==> src/design/mcpwm_regs.svh <==
`ifndef MCPWM_REGS_SVH
`define MCPWM_REGS_SVH
`define MCPWM_NUM_SLAVES 3
`define MCPWM_CNT_WIDTH 16
`define MCPWM_CNT_ZERO 16'h0000
`define MCPWM_CNT_HALT 16'hffff
`define MCPWM_DATA_RESET 16'hffff
`define MCPWM_SPLIT_MASK 16'h00ff
`endif

==> src/design/mcpwm_pkg.sv <==
package mcpwm_pkg;
	typedef logic [15:0] mcpwm_cnt_t;
	typedef enum logic [1:0] {
		MCPWM_IDLE = 2'b00,
		MCPWM_RUN = 2'b01
	} mcpwm_state_e;
	typedef struct packed {
		logic out_en;
		logic out_level;
		logic polarity;
		logic slave_mode;
		logic split;
	} mcpwm_slave_cfg_s;
endpackage

==> src/design/mcpwm_timer.sv <==
// Functional notes
// - master reloads period, counts down, irq at zero, reloads, repeats.
// - output period is period data plus one count clocks.
// - slave duty equals duty data over period data plus one.
// - duty data above period plus one saturates to full duty.
// - slave loads duty data on master irq, counts down to zero.
// - slave at zero raises irq and halts at ffff until retrigger.
// - pwm goes active one count clock after master irq, inactive at zero.
// - channel 0 is master, up to three slave outputs.
// - slaves are channels 1..3 above the master.
// - split channels 1 or 3 use only the low 8-bit half.
// - period data reaches its counter at start and master irq, duty data only at master irq.
// - with output enable low the written level drives the pin.
// - after handover the port keeps the pin level.
// - unit enable low stops clock and resets all state.
// - polarity 0 active high, 1 active low.
// - output mode 1 makes the channel a slave pwm output.
`timescale 1ns/10ps
`default_nettype none
`include "mcpwm_regs.svh"
module mcpwm_timer
	import mcpwm_pkg::*;
#(
	parameter int NS = `MCPWM_NUM_SLAVES
) (
	input wire logic CLK,
	input wire logic RESET_N,
	input wire logic CLK_EN,
	input wire logic UNIT_ENABLE_BIT,
	input wire logic COUNT_TICK,
	input wire logic CHANNEL_START_TRIG,
	input wire logic CHANNEL_STOP_TRIG,
	input wire logic [15:0] PERIOD_DATA_REG,
	input wire logic [NS*16-1:0] DUTY_DATA_REG,
	input wire mcpwm_slave_cfg_s [NS-1:0] SLAVE_CFG,
	output logic CHANNEL_RUN_STATUS,
	output logic [15:0] PERIOD_COUNTER,
	output logic [NS*16-1:0] DUTY_COUNTER,
	output logic PERIOD_END_IRQ,
	output logic [NS-1:0] DUTY_END_IRQ,
	output logic [NS-1:0] PWM_OUT
);

// ==========================================================
// helpers
// ==========================================================
function automatic mcpwm_cnt_t slave_load(input mcpwm_cnt_t d,
		input logic split_ch);
	// split channels 1 and 3 keep only the lower 8-bit half
	if (split_ch) begin
		slave_load = d & `MCPWM_SPLIT_MASK;
	end else begin
		slave_load = d;
	end
endfunction

function automatic logic split_allowed(input int idx);
	// slave index i is channel i+1; channels 1 and 3 may split
	split_allowed = (idx == 0) || (idx == 2);
endfunction

function automatic logic is_zero(input mcpwm_cnt_t c);
	// terminal count test shared by master and slaves
	is_zero = (c == `MCPWM_CNT_ZERO);
endfunction

// ==========================================================
// master channel
// ==========================================================
mcpwm_state_e state_ff;
logic run;
logic tick;
logic master_zero;
logic master_irq;

assign run = (state_ff == MCPWM_RUN) && UNIT_ENABLE_BIT;
assign tick = CLK_EN && UNIT_ENABLE_BIT && COUNT_TICK;
assign master_zero = is_zero(PERIOD_COUNTER);
assign master_irq = run && tick && master_zero;

// ==========================================================
// run state
// ==========================================================
mcpwm_state_e nxt_state;

always_comb begin
	nxt_state = state_ff;
	case (state_ff)
	MCPWM_IDLE: begin
		if (CHANNEL_START_TRIG) begin
			nxt_state = MCPWM_RUN;
		end
	end
	MCPWM_RUN: begin
		if (CHANNEL_STOP_TRIG) begin
			nxt_state = MCPWM_IDLE;
		end
	end
	default: begin
		nxt_state = MCPWM_IDLE;
	end
	endcase
	// unit enable low forces the idle state
	if (!UNIT_ENABLE_BIT) begin
		nxt_state = MCPWM_IDLE;
	end
end

always_ff @(posedge CLK or negedge RESET_N) begin
	if (!RESET_N) begin
		state_ff <= MCPWM_IDLE;
	end else if (CLK_EN) begin
		state_ff <= nxt_state;
	end
end

// status is written with the same next state as the state register
always_ff @(posedge CLK or negedge RESET_N) begin
	if (!RESET_N) begin
		CHANNEL_RUN_STATUS <= 1'b0;
	end else if (CLK_EN) begin
		CHANNEL_RUN_STATUS <= (nxt_state == MCPWM_RUN);
	end
end

// ==========================================================
// period counter: load at start, reload at zero
// ==========================================================
always_ff @(posedge CLK or negedge RESET_N) begin
	if (!RESET_N) begin
		PERIOD_COUNTER <= `MCPWM_CNT_ZERO;
	end else if (CLK_EN) begin
		if (!UNIT_ENABLE_BIT) begin
			PERIOD_COUNTER <= `MCPWM_CNT_ZERO;
		end else if (state_ff == MCPWM_IDLE && CHANNEL_START_TRIG) begin
			PERIOD_COUNTER <= PERIOD_DATA_REG;
		end else if (run && tick) begin
			if (master_zero) begin
				PERIOD_COUNTER <= PERIOD_DATA_REG;
			end else begin
				PERIOD_COUNTER <= PERIOD_COUNTER - 16'h0001;
			end
		end
	end
end

// ==========================================================
// period interrupt: one-cycle pulse at the terminal count
// ==========================================================
always_ff @(posedge CLK or negedge RESET_N) begin
	if (!RESET_N) begin
		PERIOD_END_IRQ <= 1'b0;
	end else if (CLK_EN) begin
		PERIOD_END_IRQ <= master_irq;
	end
end

// ==========================================================
// slave channels 1..NS
// ==========================================================
// one flop set per slave; unpacked so each slave owns its own element
mcpwm_cnt_t duty_cnt_ff [NS];
logic duty_irq_ff [NS];
logic pwm_ff [NS];

// pack the per-slave flops onto the output ports
always_comb begin
	for (int i = 0; i < NS; i++) begin
		DUTY_COUNTER[i*16 +: 16] = duty_cnt_ff[i];
		DUTY_END_IRQ[i] = duty_irq_ff[i];
		PWM_OUT[i] = pwm_ff[i];
	end
end

genvar g;
generate
for (g = 0; g < NS; g++) begin : g_slave
	logic active_ff;
	logic level_now;
	logic load_now;
	logic step_now;
	logic at_zero;
	mcpwm_cnt_t duty;
	mcpwm_cnt_t load_val;
	mcpwm_slave_cfg_s cfg;

	// ======================================================
	// slave controls
	// ======================================================
	assign duty = DUTY_DATA_REG[g*16 +: 16];
	assign cfg = SLAVE_CFG[g];
	assign at_zero = is_zero(duty_cnt_ff[g]);
	assign load_val = slave_load(duty,
		cfg.split && split_allowed(g));

	// retrigger on the master terminal count while in slave output mode
	assign load_now = UNIT_ENABLE_BIT && cfg.slave_mode && master_irq;
	// count only when armed and no retrigger wins this tick
	assign step_now = UNIT_ENABLE_BIT && cfg.slave_mode && !master_irq
		&& run && tick && active_ff;

	// ======================================================
	// slave counter: load on master irq, count to zero, park
	// ======================================================
	always_ff @(posedge CLK or negedge RESET_N) begin
		if (!RESET_N) begin
			duty_cnt_ff[g] <= `MCPWM_CNT_HALT;
		end else if (CLK_EN) begin
			if (!UNIT_ENABLE_BIT) begin
				duty_cnt_ff[g] <= `MCPWM_CNT_HALT;
			end else if (load_now) begin
				duty_cnt_ff[g] <= load_val;
			end else if (step_now) begin
				if (at_zero) begin
					duty_cnt_ff[g] <= `MCPWM_CNT_HALT;
				end else begin
					duty_cnt_ff[g] <= duty_cnt_ff[g] - 16'h0001;
				end
			end
		end
	end

	// ======================================================
	// slave end-of-duty interrupt
	// ======================================================
	always_ff @(posedge CLK or negedge RESET_N) begin
		if (!RESET_N) begin
			duty_irq_ff[g] <= 1'b0;
		end else if (CLK_EN) begin
			duty_irq_ff[g] <= step_now && at_zero;
		end
	end

	// ======================================================
	// slave armed flag
	// ======================================================
	always_ff @(posedge CLK or negedge RESET_N) begin
		if (!RESET_N) begin
			active_ff <= 1'b0;
		end else if (CLK_EN) begin
			if (!UNIT_ENABLE_BIT) begin
				active_ff <= 1'b0;
			end else if (!cfg.slave_mode) begin
				active_ff <= 1'b0;
			end else if (load_now) begin
				active_ff <= 1'b1;
			end else if (step_now && at_zero) begin
				active_ff <= 1'b0;
			end
		end
	end

	// active from the tick after load until zero; zero duty is at zero
	// on its first tick, so it never shows active
	assign level_now = active_ff && !at_zero
		&& (duty_cnt_ff[g] != `MCPWM_CNT_HALT
		|| duty == `MCPWM_CNT_HALT);

	// ======================================================
	// slave pin: counted waveform when enabled, else written level
	// ======================================================
	always_ff @(posedge CLK or negedge RESET_N) begin
		if (!RESET_N) begin
			pwm_ff[g] <= 1'b0;
		end else if (CLK_EN) begin
			if (!UNIT_ENABLE_BIT) begin
				pwm_ff[g] <= 1'b0;
			end else if (!cfg.out_en) begin
				pwm_ff[g] <= cfg.out_level;
			end else if (cfg.slave_mode && run && tick) begin
				pwm_ff[g] <= level_now ^ cfg.polarity;
			end
		end
	end
end
endgenerate

endmodule
`default_nettype wire

==> config.mk <==
export PLATFORM = sky130hd
export DESIGN_NAME = mcpwm_timer
export DESIGN_NICKNAME = d
export VERILOG_FILES = /design/src/design/mcpwm_pkg.sv /design/src/design/mcpwm_timer.sv
export VERILOG_INCLUDE_DIRS = /design/src /design/src/design
export SDC_FILE = /design/constraint.sdc
export NUM_CORES = 1
export LEC_CHECK = 0
export BUFFER_PORTS_ARGS = -buffer_cell sky130_fd_sc_hd__buf_2
export CORE_MARGIN = 2
export CORE_UTILIZATION = 40
export CTS_BUF_LIST = sky130_fd_sc_hd__clkbuf_4 sky130_fd_sc_hd__clkbuf_8
export DETAILED_ROUTE_END_ITERATION = 7
export GPL_ROUTABILITY_DRIVEN = 0
export PLACE_DENSITY_LB_ADDON = 0.1
export SYNTH_ARGS = -nofsm -noshare
export SYNTH_HDL_FRONTEND = slang
export SYNTH_SLANG_ARGS = --single-unit
==> constraint.sdc <==
create_clock -name CLK -period 4.75 [get_ports CLK]
set_input_delay 0.2375 -clock CLK [delete_from_list [all_inputs] [get_ports CLK]]
set_output_delay 0.2375 -clock CLK [all_outputs]
set_load 0.005 [all_outputs]
==> results of run 1 <==
[final cells by class]
cell class	count	area (um2)
Timing Repair Buffer	160	815.8
Clock buffer	10	137.6
Antenna cell	1	2.502
Fill cell	1426	7168
Sequential cell	77	1987
Clock inverter	6	52.55
Inverter	39	146.4
Tap cell	180	225.2
Multi-Input combinational cell	533	3453
[cells by family (layout without fill, tap and decap cells)]
logic type	count (synthesis)	in the layout
AO/OA/AOI/OAI	235	235
XOR/XNOR	3	3
adder cells (fa/ha/maj)	11	11
buffers and inverters	82	215
flip-flops	77	77
multiplexers	3	3
other	0	1
AND/OR/NAND/NOR	281	281
[final timing paths]
| path | end | slack, ps | cells past startpoint |
|---|---|---|---|
| worst min register to register | DUTY_COUNTER[31] | 500 | 2 |
| worst min-delay path | DUTY_COUNTER[29] | 110 | 3 |
| min in group asynchronous | DUTY_END_IRQ[1] | 340 | 2 |
| worst max-delay path | DUTY_COUNTER[30] | 1400 | 6 |
| worst max register to register | DUTY_COUNTER[30] | 1400 | 6 |
| max in group asynchronous | PERIOD_COUNTER[15] | 3420 | 3 |
[placed cells by master (no fill, tap or decap), types with 5 or more instances in the layout]
| cell type | count |
|---|---|
| a21oi_1 | 46 |
| a22oi_1 | 13 |
| a31oi_1 | 8 |
| buf_2 | 155 |
| clkbuf_8 | 10 |
| dfrtp_1 | 29 |
| dfstp_2 | 48 |
| ha_1 | 11 |
| inv_1 | 38 |
| nand2_1 | 50 |
| nand3_1 | 20 |
| nand4_1 | 35 |
| nand4b_1 | 5 |
| nor2_1 | 36 |
| nor2b_1 | 6 |
| nor3_1 | 41 |
| nor3b_1 | 7 |
| nor4_1 | 16 |
| o21ai_0 | 46 |
| o21ai_1 | 8 |
| o221ai_1 | 5 |
| o22ai_1 | 31 |
| o32ai_1 | 5 |
| o41ai_1 | 5 |
| or2_2 | 7 |
| or3_1 | 9 |
| or3b_2 | 5 |
| or4_1 | 14 |
[cell usage after synthesis (4+ instances only)]
master     number  share of area, %
nor3b_1         7              0.91
nand4_1        35               3.8
o41ai_1         5              0.76
or2_2           7              0.76
or3_1           9              0.97
o31ai_1         4              0.52
nand4b_1        5              0.76
buf_2           6              0.52
a21oi_1        46               4.0
or3b_2          5              0.76
a31oi_1         8              0.86
o22ai_1        31               3.3
or4_1          14               1.8
o21ai_1         8              0.69
o32ai_1         5              0.76
o2bb2ai_1       4              0.60
and4_1          4              0.60
nor2b_1         6              0.65
a21o_1          4              0.52
clkbuf_1       30               1.9
nor3_1         41               3.5
nor2_1         36               2.3
o221ai_1        5              0.76
nand2_1        50               3.2
dfrtp_1        29                13
o21ai_0        46               4.0
ha_1           11               2.4
nor4_1         16               1.7
buf_6           5              0.97
dfstp_2        48                22
nand3_1        20               1.7
a22oi_1        13               1.7
inv_1          38               2.5
[stage by stage]
step           hold WS [ps]  instances  util, %  power (W)
4_1_cts               90.29       1005    48.74   0.002349
3_5_place_dp          203.2        988    47.31   0.001822
3_3_place_gp          199.6        988    47.31   0.001800
6_report              105.6       1006    48.76   0.002339
2_1_floorplan        -58.09        692        -   0.001541
5_1_grt               117.0       1005    48.74   0.002498
[power by group]
part,switching (W),internal [W],total (W)
clock,0.000266,0.000251,0.000517
sequential,0.000143,0.000782,0.000925
combinational,0.000545,0.000352,0.000897
total,0.000954,0.00139,0.00234
[per-layer routing]
metal | track usage [%] | wire, um | up-vias | share of wire, %
met4 | 7.403 | 355 | 0 | 1.8
met1 | 34.16 | 8748 | 3079 | 44
met2 | 40.08 | 9159 | 298 | 46
li1 | - | - | 2953 | -
met3 | 4.682 | 1496 | 39 | 7.6
met5 | 0 | 0 | - | 0
[worst max-delay path, stage by stage (launching register included)]
cell and delay, ps:
dfrtp_1 480, or4_4 660, nor4_4 660, buf_4 300
o311a_1 700, o21ai_1 200, a211oi_2 260
[flip-flops by register name, summed over array words and instances, names as in the netlist]
name,flops
CHANNEL_RUN_STATUS,1
DUTY_END_IRQ,3
PWM_OUT,3
state_ff,2
DUTY_COUNTER,48
g_slave.active_ff,3
PERIOD_COUNTER,16
PERIOD_END_IRQ,1
==> flow_summary.ini, run 1 <==
[yosys]
synth-compound-area-share_pct = 28.44
synth_fa_ha_area_share_pct = 2.376
synth_top_family_by_area = compound AO/OA/AOI/OAI gates
yosys.area_share.xor_xnor_pct = 0.4536
avgSynthCellArea_um2 = 8.371
ys.flop_type = dfstp_2
syn_inst = 692
async_flop_share_pct = 100.0
synthMuxAreaShare_pct = 0.5400
synth-seq-cells = 77
synth_edf_count = 0
syn-cell-area_um2 = 5793
ys.warnings.count = 0
synth.net_count = 789
synth_simple_gate_area_share_pct = 27.60
ys_types = 89
ys_seq_area_share_pct = 34.30

[timing]
fin_skew_ps = 8.792
rsz0062_at_grt = false
hold_viol_final = 0
max_freq_ghz = 0.2987
fin_ws_ps = 1403
max_slew_margin_pct = 30.48
fin_crit_sh_pct = 70.47
worstMarginPinSlew_ps = 1039
drv_slew = 0
fin_crit_ps = 3347
setup-tns-final_ps = 0
setup_viol = 0

[clock_network]
clk_pin_slew_ps = 90
clock_path_buffers = 2
cts_tree = built
post_cts_resized = 0
cts.htree.levels = 3
clk_latency_ps = 380
cts_buffers = 9
clock_sink_count = 77
cts_setup_buffers = 0
hold_buffers = 1
cts_root_buf = clkbuf_8

[setup_path]
r2r-start = PERIOD_COUNTER[4]
cp_max_fo = 21
critPathLaunch = PERIOD_COUNTER[4]
cp-start-kind = flop
cp-end-kind = flop
required_ps = 5050
path_class = reg -> reg
worstPathArrival_ps = 3650

[floorplanning]
fp-row-count = 43
die_area_um2 = 15460
die_w_um = 124.3
coreArea_um2 = 13990
io_pins = 158
start_util_pct = 41.41
fp.dieH_um = 124.3

[place]
portBuffers = 156
place_ws_ps = 1454
postPlaceCellArea_um2 = 6618
hpwl_mm = 14.09

[global_route]
grt_pass1_wl_mm = 31.84
grt_usage_pct = 24.93
grt_pass1_vias = 5989
grt_overflow = 0
grt_max_degree = 49
grt_antenna_before_repair = 0

[detailed_routing]
antenna_left = 0
drc = 0
drt-total-wl_mm = 19.76
vias = 6369
drt_first_iter_violations = 671
first_pass_iters = 5
viasPerCell = 6.331
wl_per_cell_um = 19.64

[min_path]
hp-start = DUTY_DATA_REG[29]
hold_class = in -> reg

[cells_and_area]
nets = 917
area_growth_pct = 17.73
finish.instance_area_um2 = 6820
drive_above_1_share_pct = 32.48

[pwr]
leakage_nw = 2.718
peakVddDrop_v = 0.0003035
powerDensity_nw_per_um2 = 343.0

[flow_run]
max_cap_violations = 0

[run_status]
outcome = finished clean
Note: power is estimated with default switching activity, not from simulation.
==> inputs of run 2 (changes only) <==
==> constraint.sdc (replaced) <==
create_clock -name CLK -period 3.4 [get_ports CLK]
set_input_delay 0.17 -clock CLK [delete_from_list [all_inputs] [get_ports CLK]]
set_output_delay 0.17 -clock CLK [all_outputs]
set_load 0.005 [all_outputs]
==> flow_summary.ini, run 2 (same netlist as run 1, synthesis figures left out) <==
[run_status]
outcome = finished clean

[setup_path]
worstPathArrival_ps = 3340
r2r_slack_ps = 360
path_class = reg -> reg
cp-end-kind = flop
cp_max_fo = 15
cp-start-kind = flop
required_ps = 3710

[cells_and_area]
post-route-util_pct = 49.06
drive_above_1_share_pct = 33.21
largest_register_ffs = 48
antennaDiodeCount = 0
layout_commonest_cell = buf_2
layout_common_cells = buf_2, nand2_1, dfstp_2
nets = 923
area_growth_pct = 18.47

[pwr]
leakage_nw = 2.746
p_total_w = 0.003273
peakVddDrop_v = 0.0003213
powerDensity_nw_per_um2 = 476.9

[clock_network]
clock_sink_count = 77
cts_buffers = 9
post_cts_resized = 0
cts_root_buf = clkbuf_8
cts.htree.levels = 3
clock_path_buffers = 2
clk_pin_slew_ps = 90
clk_latency_ps = 380
cts_tree = built

[global_route]
grt_pass1_vias = 5982
grt_usage_pct = 24.80
grt_pass1_wl_mm = 31.72
grt_overflow = 0
grt_antenna_before_repair = 0
grt_max_degree = 64

[timing]
rsz0062_at_grt = false
hold_viol_final = 0
fin_crit_sh_pct = 89.29
max_slew_margin_pct = 42.05
fin_ws_ps = 364.2
setup_viol = 0
fin_crit_ps = 3036
setup-tns-final_ps = 0
max_freq_ghz = 0.3294
drv_slew = 0
worstMarginPinSlew_ps = 869.3
fin_skew_ps = 10.96

[floorplanning]
fp-row-count = 43
die_area_um2 = 15460
coreArea_um2 = 13990
die_w_um = 124.3
start_util_pct = 41.41
io_pins = 158
fp.dieH_um = 124.3

[place]
place_ws_ps = 418.6
portBuffers = 156
hpwl_mm = 14.04

[min_path]
hold_class = in -> reg

[detailed_routing]
vias = 6402
antenna_left = 0
drc = 0
drt-total-wl_mm = 19.73
wl_per_cell_um = 19.52
first_pass_iters = 6
viasPerCell = 6.332
drt_first_iter_violations = 839

[flow_run]
max_cap_violations = 0
[run 2: what timing repair did]
item                                    4_1_cts  5_1_grt
endpoints found under the setup margin        0        0
setup buffers                                 0        0
hold buffers                                  1        0
hold endpoints to repair                     14        0
[run 2: layout make-up]
cell class	count	area, um2
clock buffers	9	123.9
fillers	1432	7126
multi-input cells	533	3453
inverters	39	146.4
well taps	180	225.2
flip-flops and latches	77	1987
clock inverters	7	66.31
repair buffers	166	860.8
[run 2: final timing paths]
kind,start,end,cells past startpoint
setup / recovery,PERIOD_COUNTER[4],DUTY_COUNTER[33],5
hold reg to reg,CHANNEL_RUN_STATUS,CHANNEL_RUN_STATUS,1
hold / removal,DUTY_DATA_REG[36],DUTY_COUNTER[36],3
setup reg to reg,PERIOD_COUNTER[4],DUTY_COUNTER[33],5
max in group asynchronous,RESET_N,PERIOD_END_IRQ,3
min in group asynchronous,RESET_N,PWM_OUT[2],2
[run 2: power by group]
part / leakage [nW] / internal (W) / switching, W / total (W)
Sequential: 0.897 / 0.00109 / 0.000199 / 0.00129
Clock: 0.0987 / 0.000336 / 0.000393 / 0.000729
Combinational: 1.75 / 0.000494 / 0.000757 / 0.00125
[run 2: stage by stage]
stage | std cells | hold slack, ps | area [um2]
2_1_floorplan | 692 | -125.6 | 5793
3_3_place_gp | 994 | 335.4 | 6663
3_5_place_dp | 994 | 337.6 | 6663
4_1_cts | 1011 | 11.62 | 6863
5_1_grt | 1011 | 20.00 | 6863
6_report | 1011 | 33.46 | 6863
[run 2: per-layer routing]
metal | up-vias | track usage [%] | share of wire [%]
li1 | 2966 | - | -
met1 | 3061 | 34.24 | 44
met2 | 338 | 39.28 | 46
met3 | 37 | 4.983 | 8.0
met4 | 0 | 7.469 | 1.5
met5 | - | 0 | 0
[run 2: critical path, cell delays in order (launching register included)]
cell and delay, ps:
dfrtp_1 480, or4_4 660, nor4_4 610, nand2_1 500, nand3_2 350, mux2_2 360
